### src/core/pdc_pkg.sv
// Shared constants for the peripheral DMA channel
package pdc_pkg;
    localparam logic [7:0]  CTRL_OFS    = 8'h00;
    localparam logic [7:0]  RD_PTR_OFS  = 8'h04;
    localparam logic [7:0]  RD_MAX_OFS  = 8'h08;
    localparam logic [7:0]  RD_AMT_OFS  = 8'h0c;
    localparam logic [7:0]  WR_PTR_OFS  = 8'h10;
    localparam logic [7:0]  WR_MAX_OFS  = 8'h14;
    localparam logic [7:0]  WR_AMT_OFS  = 8'h18;
    localparam logic [7:0]  STAT_OFS    = 8'h1c;
    localparam logic [7:0]  EV_OFS      = 8'h20;
    localparam logic [7:0]  EV_CLR_OFS  = 8'h24;
    localparam logic [7:0]  EV_EN_OFS   = 8'h28;
    // Control fields
    localparam int          CTRL_RD_GO  = 0;
    localparam int          CTRL_WR_GO  = 1;
    localparam int          CTRL_DROP   = 2;
    localparam int          CTRL_LIST   = 3;
    // Event bits
    localparam int          EV_RD_END   = 0;
    localparam int          EV_WR_END   = 1;
    localparam int          EV_DROP     = 2;
    localparam int          EV_RANGE    = 3;
    localparam int          EV_W        = 4;
    localparam logic [31:0] PTR_RST     = 32'h0000_0000;
    localparam logic [EV_W-1:0] EV_RST  = 4'h0;
    // AHB codes
    localparam logic [1:0]  HTRANS_IDLE = 2'h0;
    localparam logic [1:0]  HTRANS_NSEQ = 2'h2;
    localparam logic [2:0]  HSIZE_BYTE  = 3'h0;
    typedef enum logic [1:0] {ST_IDLE, ST_ADDR, ST_DATA} pdc_state_t;
endpackage : pdc_pkg

### src/core/pdc_dma_channel.sv
// Reader and writer DMA channels with APB registers and an AHB master port
// Overview of operation
// Channels reach data RAM as an AHB master through the interconnect.
// Addresses outside the RAM window are refused; flash is never accessed.
// Independent reader and writer channels, each with pointer and count.
// On start the reader fetches bytes from its pointer up to max count.
// Max byte count ends the buffer; never more bytes than that count.
// Amount register holds bytes actually moved, possibly below max count.
// Software keeps max byte count within the real buffer size.
// Software loads a valid RAM pointer before starting a channel.
// Bad pointers may fault or corrupt RAM; no further guard needed.
// Under congestion the channel stalls, or in drop mode loses bytes.
// Linear list mode exists only on the reader, which has the setting.
// List mode advances the pointer by max count per finished item.
// Processor and channels are masters; RAM and peripherals are slaves.
// Interconnect grants by fixed priority; reader outranks writer here.
// Byte-aligned pointers; byte-sized accesses leave neighbours intact.
// Amount updates at transfer end and an end pulse goes out.
`timescale 1ns/100ps
module pdc_dma_channel #(
    parameter int          CW       = 16,
    parameter logic [31:0] RAM_BASE = 32'h2000_0000,
    parameter logic [31:0] RAM_SIZE = 32'h0004_0000
) (
    input  wire logic        ref_clk_in,
    input  wire logic        rst_in,
    input  wire logic        psel_in,
    input  wire logic        penable_in,
    input  wire logic        pwrite_in,
    input  wire logic [7:0]  paddr_in,
    input  wire logic [31:0] pwdata_in,
    output logic [31:0]      prdata_out,
    output logic             pready_out,
    output logic             pslverr_out,
    output logic             hbusreq_out,
    input  wire logic        hgrant_in,
    output logic [1:0]       htrans_out,
    output logic [31:0]      haddr_out,
    output logic             hwrite_out,
    output logic [2:0]       hsize_out,
    output logic [31:0]      hwdata_out,
    input  wire logic [31:0] hrdata_in,
    input  wire logic        hready_in,
    output logic [7:0]       rd_data_out,
    output logic             rd_valid_out,
    input  wire logic        rd_ready_in,
    input  wire logic [7:0]  wr_data_in,
    input  wire logic        wr_valid_in,
    input  wire logic        wr_last_in,
    output logic             wr_ready_out,
    output logic             rd_end_out,
    output logic             wr_end_out,
    output logic             irq_out
);
    // Counts wider than the data bus cannot be loaded in one write
    if (CW < 1 || CW > 32)
    begin : g_cw_check
        $error("CW out of range");
    end
    ////////////////////////////////////////////////////////////////////////
    localparam int EV_W_L = pdc_pkg::EV_W;
    logic [31:0]   ptr_q [2];
    logic [31:0]   ptr_d [2];
    logic [CW-1:0] max_q [2];
    logic [CW-1:0] max_d [2];
    logic [CW-1:0] cnt_q [2];
    logic [CW-1:0] cnt_d [2];
    logic [CW-1:0] amt_q [2];
    logic [CW-1:0] amt_d [2];
    logic [1:0]    busy_q, busy_d, end_q, end_d, fin;
    logic          drop_q, drop_d, list_q, list_d, last_q, last_d;
    logic [EV_W_L-1:0] ev_q, ev_d, en_q, en_d;
    logic [31:0]   prd_q, prd_d, rdat;
    logic [7:0]    rb_q, rb_d, wb_q, wb_d;
    logic          rv_q, rv_d, wv_q, wv_d, ch_q, ch_d;
    logic          apb_wr, in_ram;
    logic [31:0]   lim;
    pdc_pkg::pdc_state_t st_q, st_d;

    assign apb_wr      = psel_in && penable_in && pwrite_in;
    assign pready_out  = 1'b1;
    assign prdata_out  = prd_q;
    assign irq_out     = |(ev_q & en_q);
    assign rd_end_out  = end_q[0];
    assign wr_end_out  = end_q[1];
    assign rd_data_out = rb_q;
    assign rd_valid_out = rv_q;
    // Drop mode keeps the peripheral flowing and loses bytes instead
    assign wr_ready_out = busy_q[1] && !last_q && cnt_q[1] != max_q[1]
                          && (drop_q || !wv_q);
    ////////////////////////////////////////////////////////////////////////
    // APB decode and read mux
    always_comb
    begin
        pslverr_out = 1'b0;
        rdat        = 32'h0000_0000;
        case (paddr_in)
            pdc_pkg::CTRL_OFS:   rdat = {28'h0, list_q, drop_q, 2'h0};
            pdc_pkg::RD_PTR_OFS: rdat = ptr_q[0];
            pdc_pkg::RD_MAX_OFS: rdat = 32'(max_q[0]);
            pdc_pkg::RD_AMT_OFS: rdat = 32'(amt_q[0]);
            pdc_pkg::WR_PTR_OFS: rdat = ptr_q[1];
            pdc_pkg::WR_MAX_OFS: rdat = 32'(max_q[1]);
            pdc_pkg::WR_AMT_OFS: rdat = 32'(amt_q[1]);
            pdc_pkg::STAT_OFS:   rdat = {30'h0, busy_q};
            pdc_pkg::EV_OFS:     rdat = 32'(ev_q);
            pdc_pkg::EV_CLR_OFS: rdat = 32'h0000_0000;
            pdc_pkg::EV_EN_OFS:  rdat = 32'(en_q);
            default:             pslverr_out = psel_in && penable_in;
        endcase
        prd_d = (psel_in && !penable_in) ? rdat : prd_q;
    end
    ////////////////////////////////////////////////////////////////////////
    // Channel state, registers and events
    always_comb
    begin
        ptr_d  = ptr_q;
        max_d  = max_q;
        cnt_d  = cnt_q;
        amt_d  = amt_q;
        busy_d = busy_q;
        end_d  = 2'b00;
        drop_d = drop_q;
        list_d = list_q;
        last_d = last_q;
        en_d   = en_q;
        ev_d   = ev_q;
        rb_d   = rb_q;
        rv_d   = rv_q && !rd_ready_in;
        wb_d   = wb_q;
        wv_d   = wv_q;
        st_d   = st_q;
        ch_d   = ch_q;
        lim    = RAM_BASE + RAM_SIZE;
        in_ram = 1'b0;
        fin[0] = busy_q[0] && cnt_q[0] == max_q[0] && !rv_q
                 && st_q == pdc_pkg::ST_IDLE;
        fin[1] = busy_q[1] && !wv_q && st_q == pdc_pkg::ST_IDLE
                 && (cnt_q[1] == max_q[1] || last_q);
        // Byte from the peripheral into the writer holding stage
        if (wr_valid_in && wr_ready_out)
        begin
            if (wv_q)
                ev_d[pdc_pkg::EV_DROP] = 1'b1;
            else
            begin
                wb_d   = wr_data_in;
                wv_d   = 1'b1;
                last_d = wr_last_in;
            end
        end
        // Bus master sequencing; requests go one byte at a time
        case (st_q)
            pdc_pkg::ST_IDLE:
            begin
                if (busy_q[0] && !rv_q && cnt_q[0] != max_q[0])
                begin
                    ch_d = 1'b0;
                    st_d = pdc_pkg::ST_ADDR;
                end
                else if (busy_q[1] && wv_q)
                begin
                    ch_d = 1'b1;
                    st_d = pdc_pkg::ST_ADDR;
                end
            end
            pdc_pkg::ST_ADDR:
                if (hgrant_in && hready_in)
                    st_d = pdc_pkg::ST_DATA;
            pdc_pkg::ST_DATA:
                if (hready_in)
                begin
                    st_d = pdc_pkg::ST_IDLE;
                    cnt_d[ch_q] = cnt_q[ch_q] + 1'b1;
                    if (!ch_q)
                    begin
                        rb_d = hrdata_in[8*haddr_out[1:0] +: 8];
                        rv_d = 1'b1;
                    end
                    else
                        wv_d = 1'b0;
                end
            default: st_d = pdc_pkg::ST_IDLE;
        endcase
        // End of buffer: publish amount, raise events
        for (int c = 0; c < 2; c++)
        begin
            if (fin[c])
            begin
                amt_d[c]  = cnt_q[c];
                busy_d[c] = 1'b0;
                end_d[c]  = 1'b1;
                ev_d[c]   = 1'b1;
            end
        end
        if (fin[1])
            last_d = 1'b0;
        if (fin[0] && list_q)
            ptr_d[0] = ptr_q[0] + 32'(max_q[0]);
        // Software writes; a hardware event set wins over a clear unless that event bit was already set
        if (apb_wr)
        begin
            case (paddr_in)
                pdc_pkg::CTRL_OFS:
                begin
                    drop_d = pwdata_in[pdc_pkg::CTRL_DROP];
                    list_d = pwdata_in[pdc_pkg::CTRL_LIST];
                    for (int c = 0; c < 2; c++)
                    begin
                        in_ram = ptr_q[c] >= RAM_BASE
                                 && ptr_q[c] + 32'(max_q[c]) <= lim;
                        if (pwdata_in[c] && !busy_q[c])
                        begin
                            if (in_ram)
                            begin
                                busy_d[c] = 1'b1;
                                cnt_d[c]  = '0;
                            end
                            else
                                ev_d[pdc_pkg::EV_RANGE] = 1'b1;
                        end
                    end
                end
                pdc_pkg::RD_PTR_OFS: ptr_d[0] = pwdata_in;
                pdc_pkg::RD_MAX_OFS: max_d[0] = pwdata_in[CW-1:0];
                pdc_pkg::WR_PTR_OFS: ptr_d[1] = pwdata_in;
                pdc_pkg::WR_MAX_OFS: max_d[1] = pwdata_in[CW-1:0];
                pdc_pkg::EV_CLR_OFS: ev_d = ev_d & ~(ev_q & pwdata_in[EV_W_L-1:0]
                                            & ~(ev_d ^ ev_q));
                pdc_pkg::EV_EN_OFS:  en_d = pwdata_in[EV_W_L-1:0];
                default: ;
            endcase
        end
    end
    ////////////////////////////////////////////////////////////////////////
    // AHB address and data phase drive
    always_comb
    begin
        hbusreq_out = st_q == pdc_pkg::ST_ADDR;
        htrans_out  = hbusreq_out ? pdc_pkg::HTRANS_NSEQ : pdc_pkg::HTRANS_IDLE;
        haddr_out   = ptr_q[ch_q] + 32'(cnt_q[ch_q]);
        hwrite_out  = ch_q;
        hsize_out   = pdc_pkg::HSIZE_BYTE;
        hwdata_out  = {4{wb_q}};
    end

    always_ff @(posedge ref_clk_in)
    begin
        if (rst_in)
        begin
            for (int c = 0; c < 2; c++)
            begin
                ptr_q[c] <= pdc_pkg::PTR_RST;
                max_q[c] <= '0;
                cnt_q[c] <= '0;
                amt_q[c] <= '0;
            end
            busy_q <= 2'h0;
            end_q  <= 2'h0;
            drop_q <= 1'b0;
            list_q <= 1'b0;
            last_q <= 1'b0;
            ev_q   <= pdc_pkg::EV_RST;
            en_q   <= pdc_pkg::EV_RST;
            prd_q  <= 32'h0000_0000;
            rb_q   <= 8'h00;
            rv_q   <= 1'b0;
            wb_q   <= 8'h00;
            wv_q   <= 1'b0;
            ch_q   <= 1'b0;
            st_q   <= pdc_pkg::ST_IDLE;
        end
        else
        begin
            ptr_q  <= ptr_d;
            max_q  <= max_d;
            cnt_q  <= cnt_d;
            amt_q  <= amt_d;
            busy_q <= busy_d;
            end_q  <= end_d;
            drop_q <= drop_d;
            list_q <= list_d;
            last_q <= last_d;
            ev_q   <= ev_d;
            en_q   <= en_d;
            prd_q  <= prd_d;
            rb_q   <= rb_d;
            rv_q   <= rv_d;
            wb_q   <= wb_d;
            wv_q   <= wv_d;
            ch_q   <= ch_d;
            st_q   <= st_d;
        end
    end
endmodule : pdc_dma_channel

### config.mk
export PLATFORM = sky130hd
export DESIGN_NAME = pdc_dma_channel
export DESIGN_NICKNAME = d
export VERILOG_FILES = /design/src/core/pdc_pkg.sv /design/src/core/pdc_dma_channel.sv
export SDC_FILE = /design/constraint.sdc
export NUM_CORES = 1
export LEC_CHECK = 0
export ABC_AREA = 1
export BUFFER_PORTS_ARGS = -buffer_cell sky130_fd_sc_hd__buf_2
export CORE_MARGIN = 2
export CORE_UTILIZATION = 53
export DETAILED_ROUTE_END_ITERATION = 8
export HOLD_SLACK_MARGIN = 0.06
export PLACE_DENSITY = 0.77
export RECOVER_POWER = 100
export SLEW_MARGIN = 10
export SYNTH_ARGS = -nofsm -noshare
export SYNTH_HDL_FRONTEND = slang
export SYNTH_SLANG_ARGS = --single-unit
### constraint.sdc
create_clock -name ref_clk_in -period 4.1 [get_ports ref_clk_in]
set_input_delay 0.82 -clock ref_clk_in [delete_from_list [all_inputs] [get_ports ref_clk_in]]
set_output_delay 0.82 -clock ref_clk_in [all_outputs]
set_load 0.01 [all_outputs]
==> impl_metrics.prom, run 1 <==
# TYPE chip_impl_metric gauge
chip_impl_metric{name="post_detailed_route_via_to_cell_ratio",unit=""} 5.844
chip_impl_info{name="most_common_cell_after_layout_fill_and_taps_aside",value="nand2_1"} 1
chip_impl_metric{name="post_route_cell_area",unit="um2"} 18240
chip_impl_metric{name="grt.overflow.total",unit=""} 0
chip_impl_metric{name="first_global_vias",unit=""} 16040
chip_impl_metric{name="boundary_pin_count",unit=""} 208
chip_impl_metric{name="die_area",unit="um2"} 30720
chip_impl_metric{name="reg_clk_slew_reported_paths",unit="ps"} 60
chip_impl_metric{name="route.antenna.remaining_nets",unit=""} 0
chip_impl_metric{name="routed_wl",unit="mm"} 61.02
chip_impl_metric{name="worstPathArrival",unit="ps"} 3420
chip_impl_info{name="r2r_end",value="ptr_q[47]$_SDFF_PP0_"} 1
chip_impl_info{name="grt_setup_unrepaired",value="true"} 1
chip_impl_metric{name="port_buffers",unit=""} 202
chip_impl_metric{name="core_area",unit="um2"} 28780
chip_impl_metric{name="cts_hold_buffers",unit=""} 0
chip_impl_metric{name="drive_gt1_share",unit="%"} 14.67
chip_impl_metric{name="worstRegToRegCells",unit=""} 8
chip_impl_info{name="worst_hold_path_type",value="flip-flop to flip-flop"} 1
chip_impl_metric{name="finalNetCount",unit=""} 2739
chip_impl_metric{name="detailedRoute.firstPassIterationCount",unit=""} 6
chip_impl_metric{name="postSynth.asyncResetShare",unit="%"} 0
chip_impl_metric{name="effective_utilization_at_floorplan",unit="%"} 54.03
chip_impl_info{name="synth_ff_type",value="dfxtp_1"} 1
chip_impl_metric{name="wirelength_per_cell",unit="um"} 20.33
chip_impl_metric{name="utilization",unit="%"} 63.36
chip_impl_metric{name="total_power",unit="mW"} 5.110
chip_impl_metric{name="fin_skew",unit="ps"} 19.80
chip_impl_metric{name="max_cap_violations",unit=""} 1
chip_impl_info{name="failing_checks",value="capacitance limit, slew limit, setup timing"} 1
chip_impl_metric{name="power_switching_share",unit="%"} 22.59
chip_impl_metric{name="via_count",unit=""} 17540
chip_impl_metric{name="multi_input_comb_area",unit="um2"} 9454
chip_impl_metric{name="post-dp-hpwl",unit="mm"} 46.86
chip_impl_metric{name="crit_path_max_incr_delay",unit="ps"} 400
chip_impl_info{name="crit_start",value="hwrite_out$_SDFFE_PP0P_"} 1
chip_impl_metric{name="finalSetupViolCount",unit=""} 10
chip_impl_info{name="crit_slowest_cell",value="dfxtp_4"} 1
chip_impl_metric{name="power_per_cell_area",unit="nW/um2"} 280.2
chip_impl_metric{name="clock_power_share",unit="%"} 53.0
chip_impl_metric{name="synth_enable_flop_cells",unit=""} 0
chip_impl_metric{name="crit_required",unit="ps"} 3280
chip_impl_metric{name="cts-htree-levels",unit=""} 1
chip_impl_metric{name="die_y",unit="um"} 175.3
chip_impl_info{name="cp-end-kind",value="output port"} 1
chip_impl_metric{name="comb_power_share",unit="%"} 3.6
chip_impl_metric{name="antenna_cells",unit=""} 0
chip_impl_metric{name="postPlaceCellArea",unit="um2"} 16730
chip_impl_metric{name="maximum_number_of_pins_on_one_net_before_global_route_repair",unit=""} 95
chip_impl_metric{name="die-width",unit="um"} 175.3
chip_impl_metric{name="synth_cells",unit=""} 2415
chip_impl_metric{name="irDropWorstVdd",unit="V"} 0.0003056
chip_impl_info{name="worstSetupPathType",value="flip-flop to output port"} 1
chip_impl_metric{name="row_count",unit=""} 62
chip_impl_metric{name="netSwitchingPower",unit="mW"} 1.154
chip_impl_metric{name="timing.final.crit_share",unit="%"} 103.5
chip_impl_info{name="worst_setup_path_start_kind",value="flip-flop"} 1
chip_impl_metric{name="grt_first_pass_wirelength",unit="mm"} 92.04
chip_impl_metric{name="post-place-cells",unit=""} 2917
chip_impl_metric{name="antenna_found_initial",unit=""} 0
chip_impl_metric{name="cts_buffer_depth",unit=""} 3
chip_impl_metric{name="post-place-ws",unit="ps"} 58.01
chip_impl_metric{name="netlist_cell_types",unit=""} 58
chip_impl_metric{name="tns",unit="ps"} -671.6
chip_impl_metric{name="post_layout_nonfiller_instances",unit=""} 3001
chip_impl_metric{name="final_period_minus_worst_setup_slack",unit="ps"} 4243
chip_impl_metric{name="number_of_flip_flops_and_latches_in_the_synthesized_netlist",unit=""} 228
chip_impl_metric{name="clk_latency",unit="ps"} 570
chip_impl_metric{name="layout_setup_ws",unit="ps"} -143.0
chip_impl_metric{name="grt.total_usage",unit="%"} 38.42
chip_impl_metric{name="total_cts_buffers",unit=""} 27
chip_impl_info{name="critPathMostFrequentCell",value="o21ai_4"} 1
chip_impl_metric{name="max_freq",unit="GHz"} 0.2357
chip_impl_info{name="critPathCapture",value="haddr_out[30]"} 1
chip_impl_info{name="cts_root_buffer",value="clkbuf_16"} 1
chip_impl_info{name="status",value="finished with violations"} 1
chip_impl_metric{name="seq_power_share",unit="%"} 43.4
chip_impl_metric{name="number_of_hold_violations_in_the_final_report",unit=""} 0
chip_impl_metric{name="synth_area_per_cell",unit="um2"} 6.439
chip_impl_metric{name="gpl.final_weighted_congestion",unit=""} 1.048
chip_impl_metric{name="drt_first_iter_violations",unit=""} 1825
chip_impl_metric{name="post_synth_instance_area",unit="um2"} 15550
chip_impl_metric{name="maxSlewViolCount",unit=""} 51
chip_impl_metric{name="power.internal",unit="mW"} 3.956
chip_impl_info{name="layout_common_cells",value="nand2_1 (536), inv_1 (302), dfxtp_1 (226), o21ai_0 (225), nor2_1 (223)"} 1
chip_impl_metric{name="seq_area",unit="um2"} 4569
chip_impl_metric{name="synth_seq_area_share",unit="%"} 29.35
chip_impl_info{name="cts_tree",value="yes"} 1
chip_impl_metric{name="timing_worst_slew_pin_value",unit="ps"} 2911
chip_impl_metric{name="ys.warnings.count",unit=""} 0
chip_impl_metric{name="filler_cell_count",unit=""} 2772
chip_impl_metric{name="regToRegSetupSlack",unit="ps"} 350
chip_impl_metric{name="total_leakage_power",unit="nW"} 7.875
chip_impl_info{name="rr_startpoint",value="max_q[17]$_SDFFE_PP0P_"} 1
chip_impl_metric{name="syn_to_final_growth",unit="%"} 17.27
chip_impl_metric{name="remaining_drc_errors",unit=""} 0
chip_impl_metric{name="timing.max_slew.rel_slack",unit="%"} -94.08
chip_impl_info{name="critical_path.cell_chain",value="buf_6 > buf_4 > o21ai_4 > buf_4 > fa_1 > a31oi_4 > o21ai_4 > a21oi_4 > inv_2 > a21oi_4 > o21ai_4 > nand2_2 > nor4_2 > xor2_1 > buf_2"} 1
chip_impl_metric{name="hold_slack",unit="ps"} 454.4
chip_impl_metric{name="clock_sink_count",unit=""} 228
chip_impl_metric{name="critPathMaxFanout",unit=""} 7
synthesized netlist by cell type, drive strengths merged (36+ instances only):
library cell	number	area, um2
nand2	562	2162
inv	328	1234
o21ai	257	1309
nor2	246	995.9
dfxtp	228	4564
a21oi	206	1054
nand3	125	665.6
clkbuf	71	266.5
o22ai	50	312.8
buf	49	365.3
ha	49	613.1
xor2	45	409.1
nand4	36	252.7
logic make-up after synthesis:
| group | Yosys count | share of synthesized area, % |
|---|---|---|
| buffers and inverters | 452 | 12.09 |
| and+or+nand+nor | 1025 | 28.94 |
| AOI/OAI and AO/OA | 586 | 21.15 |
| adders and majority gates | 52 | 4.329 |
| other | 2 | 0.04830 |
| xor gates and xnor gates | 70 | 4.088 |
| DFF | 228 | 29.35 |
layer usage:
layer	vias to the layer above	track usage [%]	part of all wire, %
met3	215	4.156	8.4
met5	-	0	0
met1	8071	48.99	40
met4	0	24.38	7.4
li1	8298	-	-
met2	954	62.11	45
layout make-up:
type / instances / area share [%]
Clock buffer: 38 / 4.206
Clock inverter: 11 / 1.249
Inverter: 332 / 6.889
Multi-Input combinational cell: 1738 / 51.85
Sequential cell: 228 / 25.06
Tap cell: 384 / 2.635
Timing Repair Buffer: 270 / 8.117
power by group through the flow:
stage | clock, mW | sequential (mW) | combinational [mW]
after CTS | 2.72 | 2.22 | 0.181
after floorplan | 0 | 2.27 | 0.0836
after global placement | 0 | 2.27 | 0.178
final | 2.71 | 2.22 | 0.185
after global routing | 2.81 | 2.22 | 0.198
after detailed placement | 0 | 2.27 | 0.180
worst min-delay path by stage:
stage,startpoint,end,slack [ps],depth (start not counted)
CTS,amt_q[29]$_SDFFE_PP0P_,amt_q[29]$_SDFFE_PP0P_,450,2
finish,amt_q[29]$_SDFFE_PP0P_,amt_q[29]$_SDFFE_PP0P_,450,2
global route,amt_q[29]$_SDFFE_PP0P_,amt_q[29]$_SDFFE_PP0P_,470,2
detailed placement,amt_q[29]$_SDFFE_PP0P_,amt_q[29]$_SDFFE_PP0P_,440,2
floorplan,ev_q[2]$_SDFF_PP0_,ev_q[2]$_SDFF_PP0_,420,1
global placement,amt_q[29]$_SDFFE_PP0P_,amt_q[29]$_SDFFE_PP0P_,430,2
registers in the layout, summed over array words and instances, names as in the netlist, 2 cells and up:
signal,flops
wb_q,8
amt_q,32
busy_q,2
ptr_q,64
end_q,2
ev_q,4
prdata_out,32
rd_data_out,8
max_q,32
en_q,4
cnt_q,32
st_q,2
worst max-delay path, delay by kind of cell, from the launching register on:
family	cells	cell delay, ps
compound gates	6	990
flops	1	400
xor+xnor	1	190
fa+ha+maj	1	250
simple gates	2	350
buf+inv	5	660
what timing repair did:
action | in CTS | in global routing
pin swaps | 18 | 21
gates cloned | 1 | 0
resized for setup | 36 | 41
setup endpoints to repair | 20 | 18
setup buffers | 25 | 9
(Power assumes the default switching activity.)
==> inputs of run 2 (changes only) <==
--- a/config.mk
+++ b/config.mk
@@ -8,10 +8,10 @@
 export ABC_AREA = 1
 export BUFFER_PORTS_ARGS = -buffer_cell sky130_fd_sc_hd__buf_2
 export CORE_MARGIN = 2
-export CORE_UTILIZATION = 53
+export CORE_UTILIZATION = 59
 export DETAILED_ROUTE_END_ITERATION = 8
 export HOLD_SLACK_MARGIN = 0.06
-export PLACE_DENSITY = 0.77
+export PLACE_DENSITY = 0.81
 export RECOVER_POWER = 100
 export SLEW_MARGIN = 10
 export SYNTH_ARGS = -nofsm -noshare
==> constraint.sdc (replaced) <==
create_clock -name ref_clk_in -period 4.05 [get_ports ref_clk_in]
set_input_delay 0.81 -clock ref_clk_in [delete_from_list [all_inputs] [get_ports ref_clk_in]]
set_output_delay 0.81 -clock ref_clk_in [all_outputs]
set_load 0.01 [all_outputs]
==> impl_metrics.prom, run 2 (synthesis results as in run 1) <==
# TYPE chip_impl_metric gauge
chip_impl_info{name="status",value="finished with violations"} 1
chip_impl_info{name="failing_checks",value="capacitance limit, slew limit, setup timing"} 1
chip_impl_metric{name="utilization",unit="%"} 69.09
chip_impl_metric{name="total_power",unit="mW"} 4.876
chip_impl_metric{name="postPlaceCellArea",unit="um2"} 16710
chip_impl_metric{name="timing_worst_slew_pin_value",unit="ps"} 2836
chip_impl_metric{name="crit_path_max_incr_delay",unit="ps"} 430
chip_impl_metric{name="routed_wl",unit="mm"} 60.87
chip_impl_metric{name="gpl.final_weighted_congestion",unit=""} 1.102
chip_impl_metric{name="antenna_found_initial",unit=""} 0
chip_impl_metric{name="drt_first_iter_violations",unit=""} 2200
chip_impl_metric{name="global_route.usage.met2",unit="%"} 69.67
chip_impl_metric{name="maxSlewViolCount",unit=""} 51
chip_impl_metric{name="post_detailed_route_via_to_cell_ratio",unit=""} 6.051
chip_impl_metric{name="grt.overflow.total",unit=""} 0
chip_impl_metric{name="irDropWorstVdd",unit="V"} 0.0003600
chip_impl_metric{name="row_count",unit=""} 59
chip_impl_metric{name="netSwitchingPower",unit="mW"} 1.170
chip_impl_metric{name="syn_to_final_growth",unit="%"} 15.46
chip_impl_metric{name="wirelength_per_cell",unit="um"} 20.61
chip_impl_metric{name="cts_buffer_depth",unit=""} 3
chip_impl_metric{name="final_period_minus_worst_setup_slack",unit="ps"} 4270
chip_impl_metric{name="die_y",unit="um"} 166.3
chip_impl_metric{name="via_count",unit=""} 17870
chip_impl_metric{name="post-place-ws",unit="ps"} 119.3
chip_impl_metric{name="power_per_cell_area",unit="nW/um2"} 271.6
chip_impl_info{name="layout_common_cells",value="nand2_1 (534), inv_1 (305), dfxtp_1 (227), o21ai_0 (223), nor2_1 (222)"} 1
chip_impl_metric{name="clk_latency",unit="ps"} 560
chip_impl_metric{name="post-dp-hpwl",unit="mm"} 45.93
chip_impl_info{name="worst_hold_path_type",value="flip-flop to flip-flop"} 1
chip_impl_metric{name="die-width",unit="um"} 166.3
chip_impl_metric{name="seq_power_share",unit="%"} 46.0
chip_impl_info{name="top_register",value="ptr_q"} 1
chip_impl_metric{name="grt_first_pass_wirelength",unit="mm"} 91.18
chip_impl_metric{name="die_area",unit="um2"} 27670
chip_impl_metric{name="detailedRoute.firstPassIterationCount",unit=""} 6
chip_impl_metric{name="fin_skew",unit="ps"} 29.92
chip_impl_metric{name="clock_sink_count",unit=""} 228
chip_impl_metric{name="total_cts_buffers",unit=""} 26
chip_impl_info{name="most_common_cell_after_layout_fill_and_taps_aside",value="nand2_1"} 1
chip_impl_metric{name="remaining_drc_errors",unit=""} 0
chip_impl_info{name="worstSetupPathType",value="flip-flop to output port"} 1
chip_impl_metric{name="boundary_pin_count",unit=""} 208
chip_impl_metric{name="effective_utilization_at_floorplan",unit="%"} 59.84
chip_impl_metric{name="comb_power_share",unit="%"} 3.8
chip_impl_metric{name="maximum_number_of_pins_on_one_net_before_global_route_repair",unit=""} 87
chip_impl_info{name="cts_tree",value="yes"} 1
chip_impl_metric{name="layout_setup_ws",unit="ps"} -219.6
chip_impl_metric{name="route.antenna.remaining_nets",unit=""} 0
chip_impl_info{name="cp-end-kind",value="output port"} 1
chip_impl_metric{name="total_leakage_power",unit="nW"} 7.878
chip_impl_metric{name="max_cap_violations",unit=""} 1
chip_impl_metric{name="grt.met1_usage",unit="%"} 49.20
chip_impl_metric{name="grt.total_usage",unit="%"} 41.57
chip_impl_metric{name="core_area",unit="um2"} 25980
chip_impl_metric{name="drive_gt1_share",unit="%"} 14.63
chip_impl_info{name="grt.busiest_layer",value="met2"} 1
chip_impl_info{name="crit_family",value="compound AO/OA/AOI/OAI gates"} 1
chip_impl_info{name="crit_slowest_cell",value="dfxtp_4"} 1
chip_impl_metric{name="port_buffers",unit=""} 202
chip_impl_metric{name="max_freq",unit="GHz"} 0.2342
chip_impl_metric{name="finalNetCount",unit=""} 2741
chip_impl_metric{name="reg_clk_slew_reported_paths",unit="ps"} 60
chip_impl_metric{name="number_of_hold_violations_in_the_final_report",unit=""} 0
chip_impl_metric{name="largest_register_ffs",unit=""} 64
chip_impl_info{name="worst_setup_path_start_kind",value="flip-flop"} 1
chip_impl_metric{name="clock_power_share",unit="%"} 50.2
chip_impl_metric{name="antenna_cells",unit=""} 0
chip_impl_info{name="cts_root_buffer",value="clkbuf_16"} 1
chip_impl_metric{name="crit_required",unit="ps"} 3240
chip_impl_metric{name="power_switching_share",unit="%"} 24.00
chip_impl_metric{name="critPathMaxFanout",unit=""} 35
chip_impl_metric{name="cp.buffers_inverters",unit=""} 4
chip_impl_metric{name="power.internal",unit="mW"} 3.706
chip_impl_metric{name="filler_cell_count",unit=""} 2388
chip_impl_metric{name="cts-htree-levels",unit=""} 1
chip_impl_metric{name="gr-usage-met3",unit="%"} 7.221
chip_impl_info{name="critical_path.cell_chain",value="buf_12 > nand2_1 > o21ai_1 > inv_1 > ha_1 > a21oi_1 > o21ai_0 > a21oi_2 > inv_2 > a21oi_4 > o21ai_4 > nand2_2 > nor4_4 > xor2_1 > buf_2"} 1
chip_impl_info{name="grt_setup_unrepaired",value="true"} 1
chip_impl_metric{name="worstPathArrival",unit="ps"} 3460
chip_impl_metric{name="timing.max_slew.rel_slack",unit="%"} -89.05
chip_impl_metric{name="first_global_vias",unit=""} 16470
chip_impl_metric{name="timing.final.crit_share",unit="%"} 105.4
chip_impl_metric{name="post_route_cell_area",unit="um2"} 17950
chip_impl_metric{name="finalSetupViolCount",unit=""} 18
==> run 2: area by class of cell <==
class	count	area, um2	area share [%]
multi-input cells	1738	9353	52.09
clock buffers	35	734.5	4.091
flip-flops and latches	228	4568	25.44
repair buffers	273	1479	8.238
clock inverters	12	143.9	0.8014
inverters	332	1256	6.997
well taps	335	419.2	2.335
==> run 2: path summary, 6_finish.rpt <==
check                           from                     end  slack, ps  depth (start not counted)
min           amt_q[29]$_SDFFE_PP0P_  amt_q[29]$_SDFFE_PP0P_        450                          2
max          hwrite_out$_SDFFE_PP0P_           haddr_out[30]       -220                         15
min reg2reg   amt_q[29]$_SDFFE_PP0P_  amt_q[29]$_SDFFE_PP0P_        450                          2
max reg2reg   max_q[16]$_SDFFE_PP0P_    cnt_q[19]$_SDFF_PP0_        510                         17
==> run 2: what timing repair did <==
item | CTS | global route
hold endpoints to repair | 0 | 0
pin swaps | 19 | 18
hold buffers | 0 | 0
setup endpoints to repair | 18 | 21
setup buffers | 20 | 12
gates resized for setup | 30 | 33
==> run 2: through the flow <==
stage               hold WS (ps)  TNS, ps  cells
floorplan                  420.5        0   2418
global placement           433.4        0   2874
detailed placement         442.4        0   2874
CTS                        452.1   -323.2   2941
global route               476.1    -4469   2953
finish                     451.1    -2623   2953
==> run 2: power groups by stage <==
| stage | Clock (mW) | Sequential [mW] | Combinational [mW] |
|---|---|---|---|
| global placement | 0 | 2.29 | 0.177 |
| global route | 2.53 | 2.24 | 0.197 |
| CTS | 2.43 | 2.24 | 0.181 |
| floorplan | 0 | 2.29 | 0.0846 |
| detailed placement | 0 | 2.29 | 0.179 |
| finish | 2.45 | 2.24 | 0.187 |
==> run 2: per-layer routing <==
metal | routed length (um) | vias up | part of all wire (%)
li1 | - | 8294 | -
met1 | 22130 | 8101 | 36
met2 | 27520 | 1183 | 45
met3 | 6322 | 291 | 10
met4 | 4884 | 0 | 8.0
met5 | 0 | - | 0
==> run 2: worst min-delay path: stages (launching register included) <==
cell and delay, ps:
dfxtp_1 310, inv_1 50, a21oi_1 50
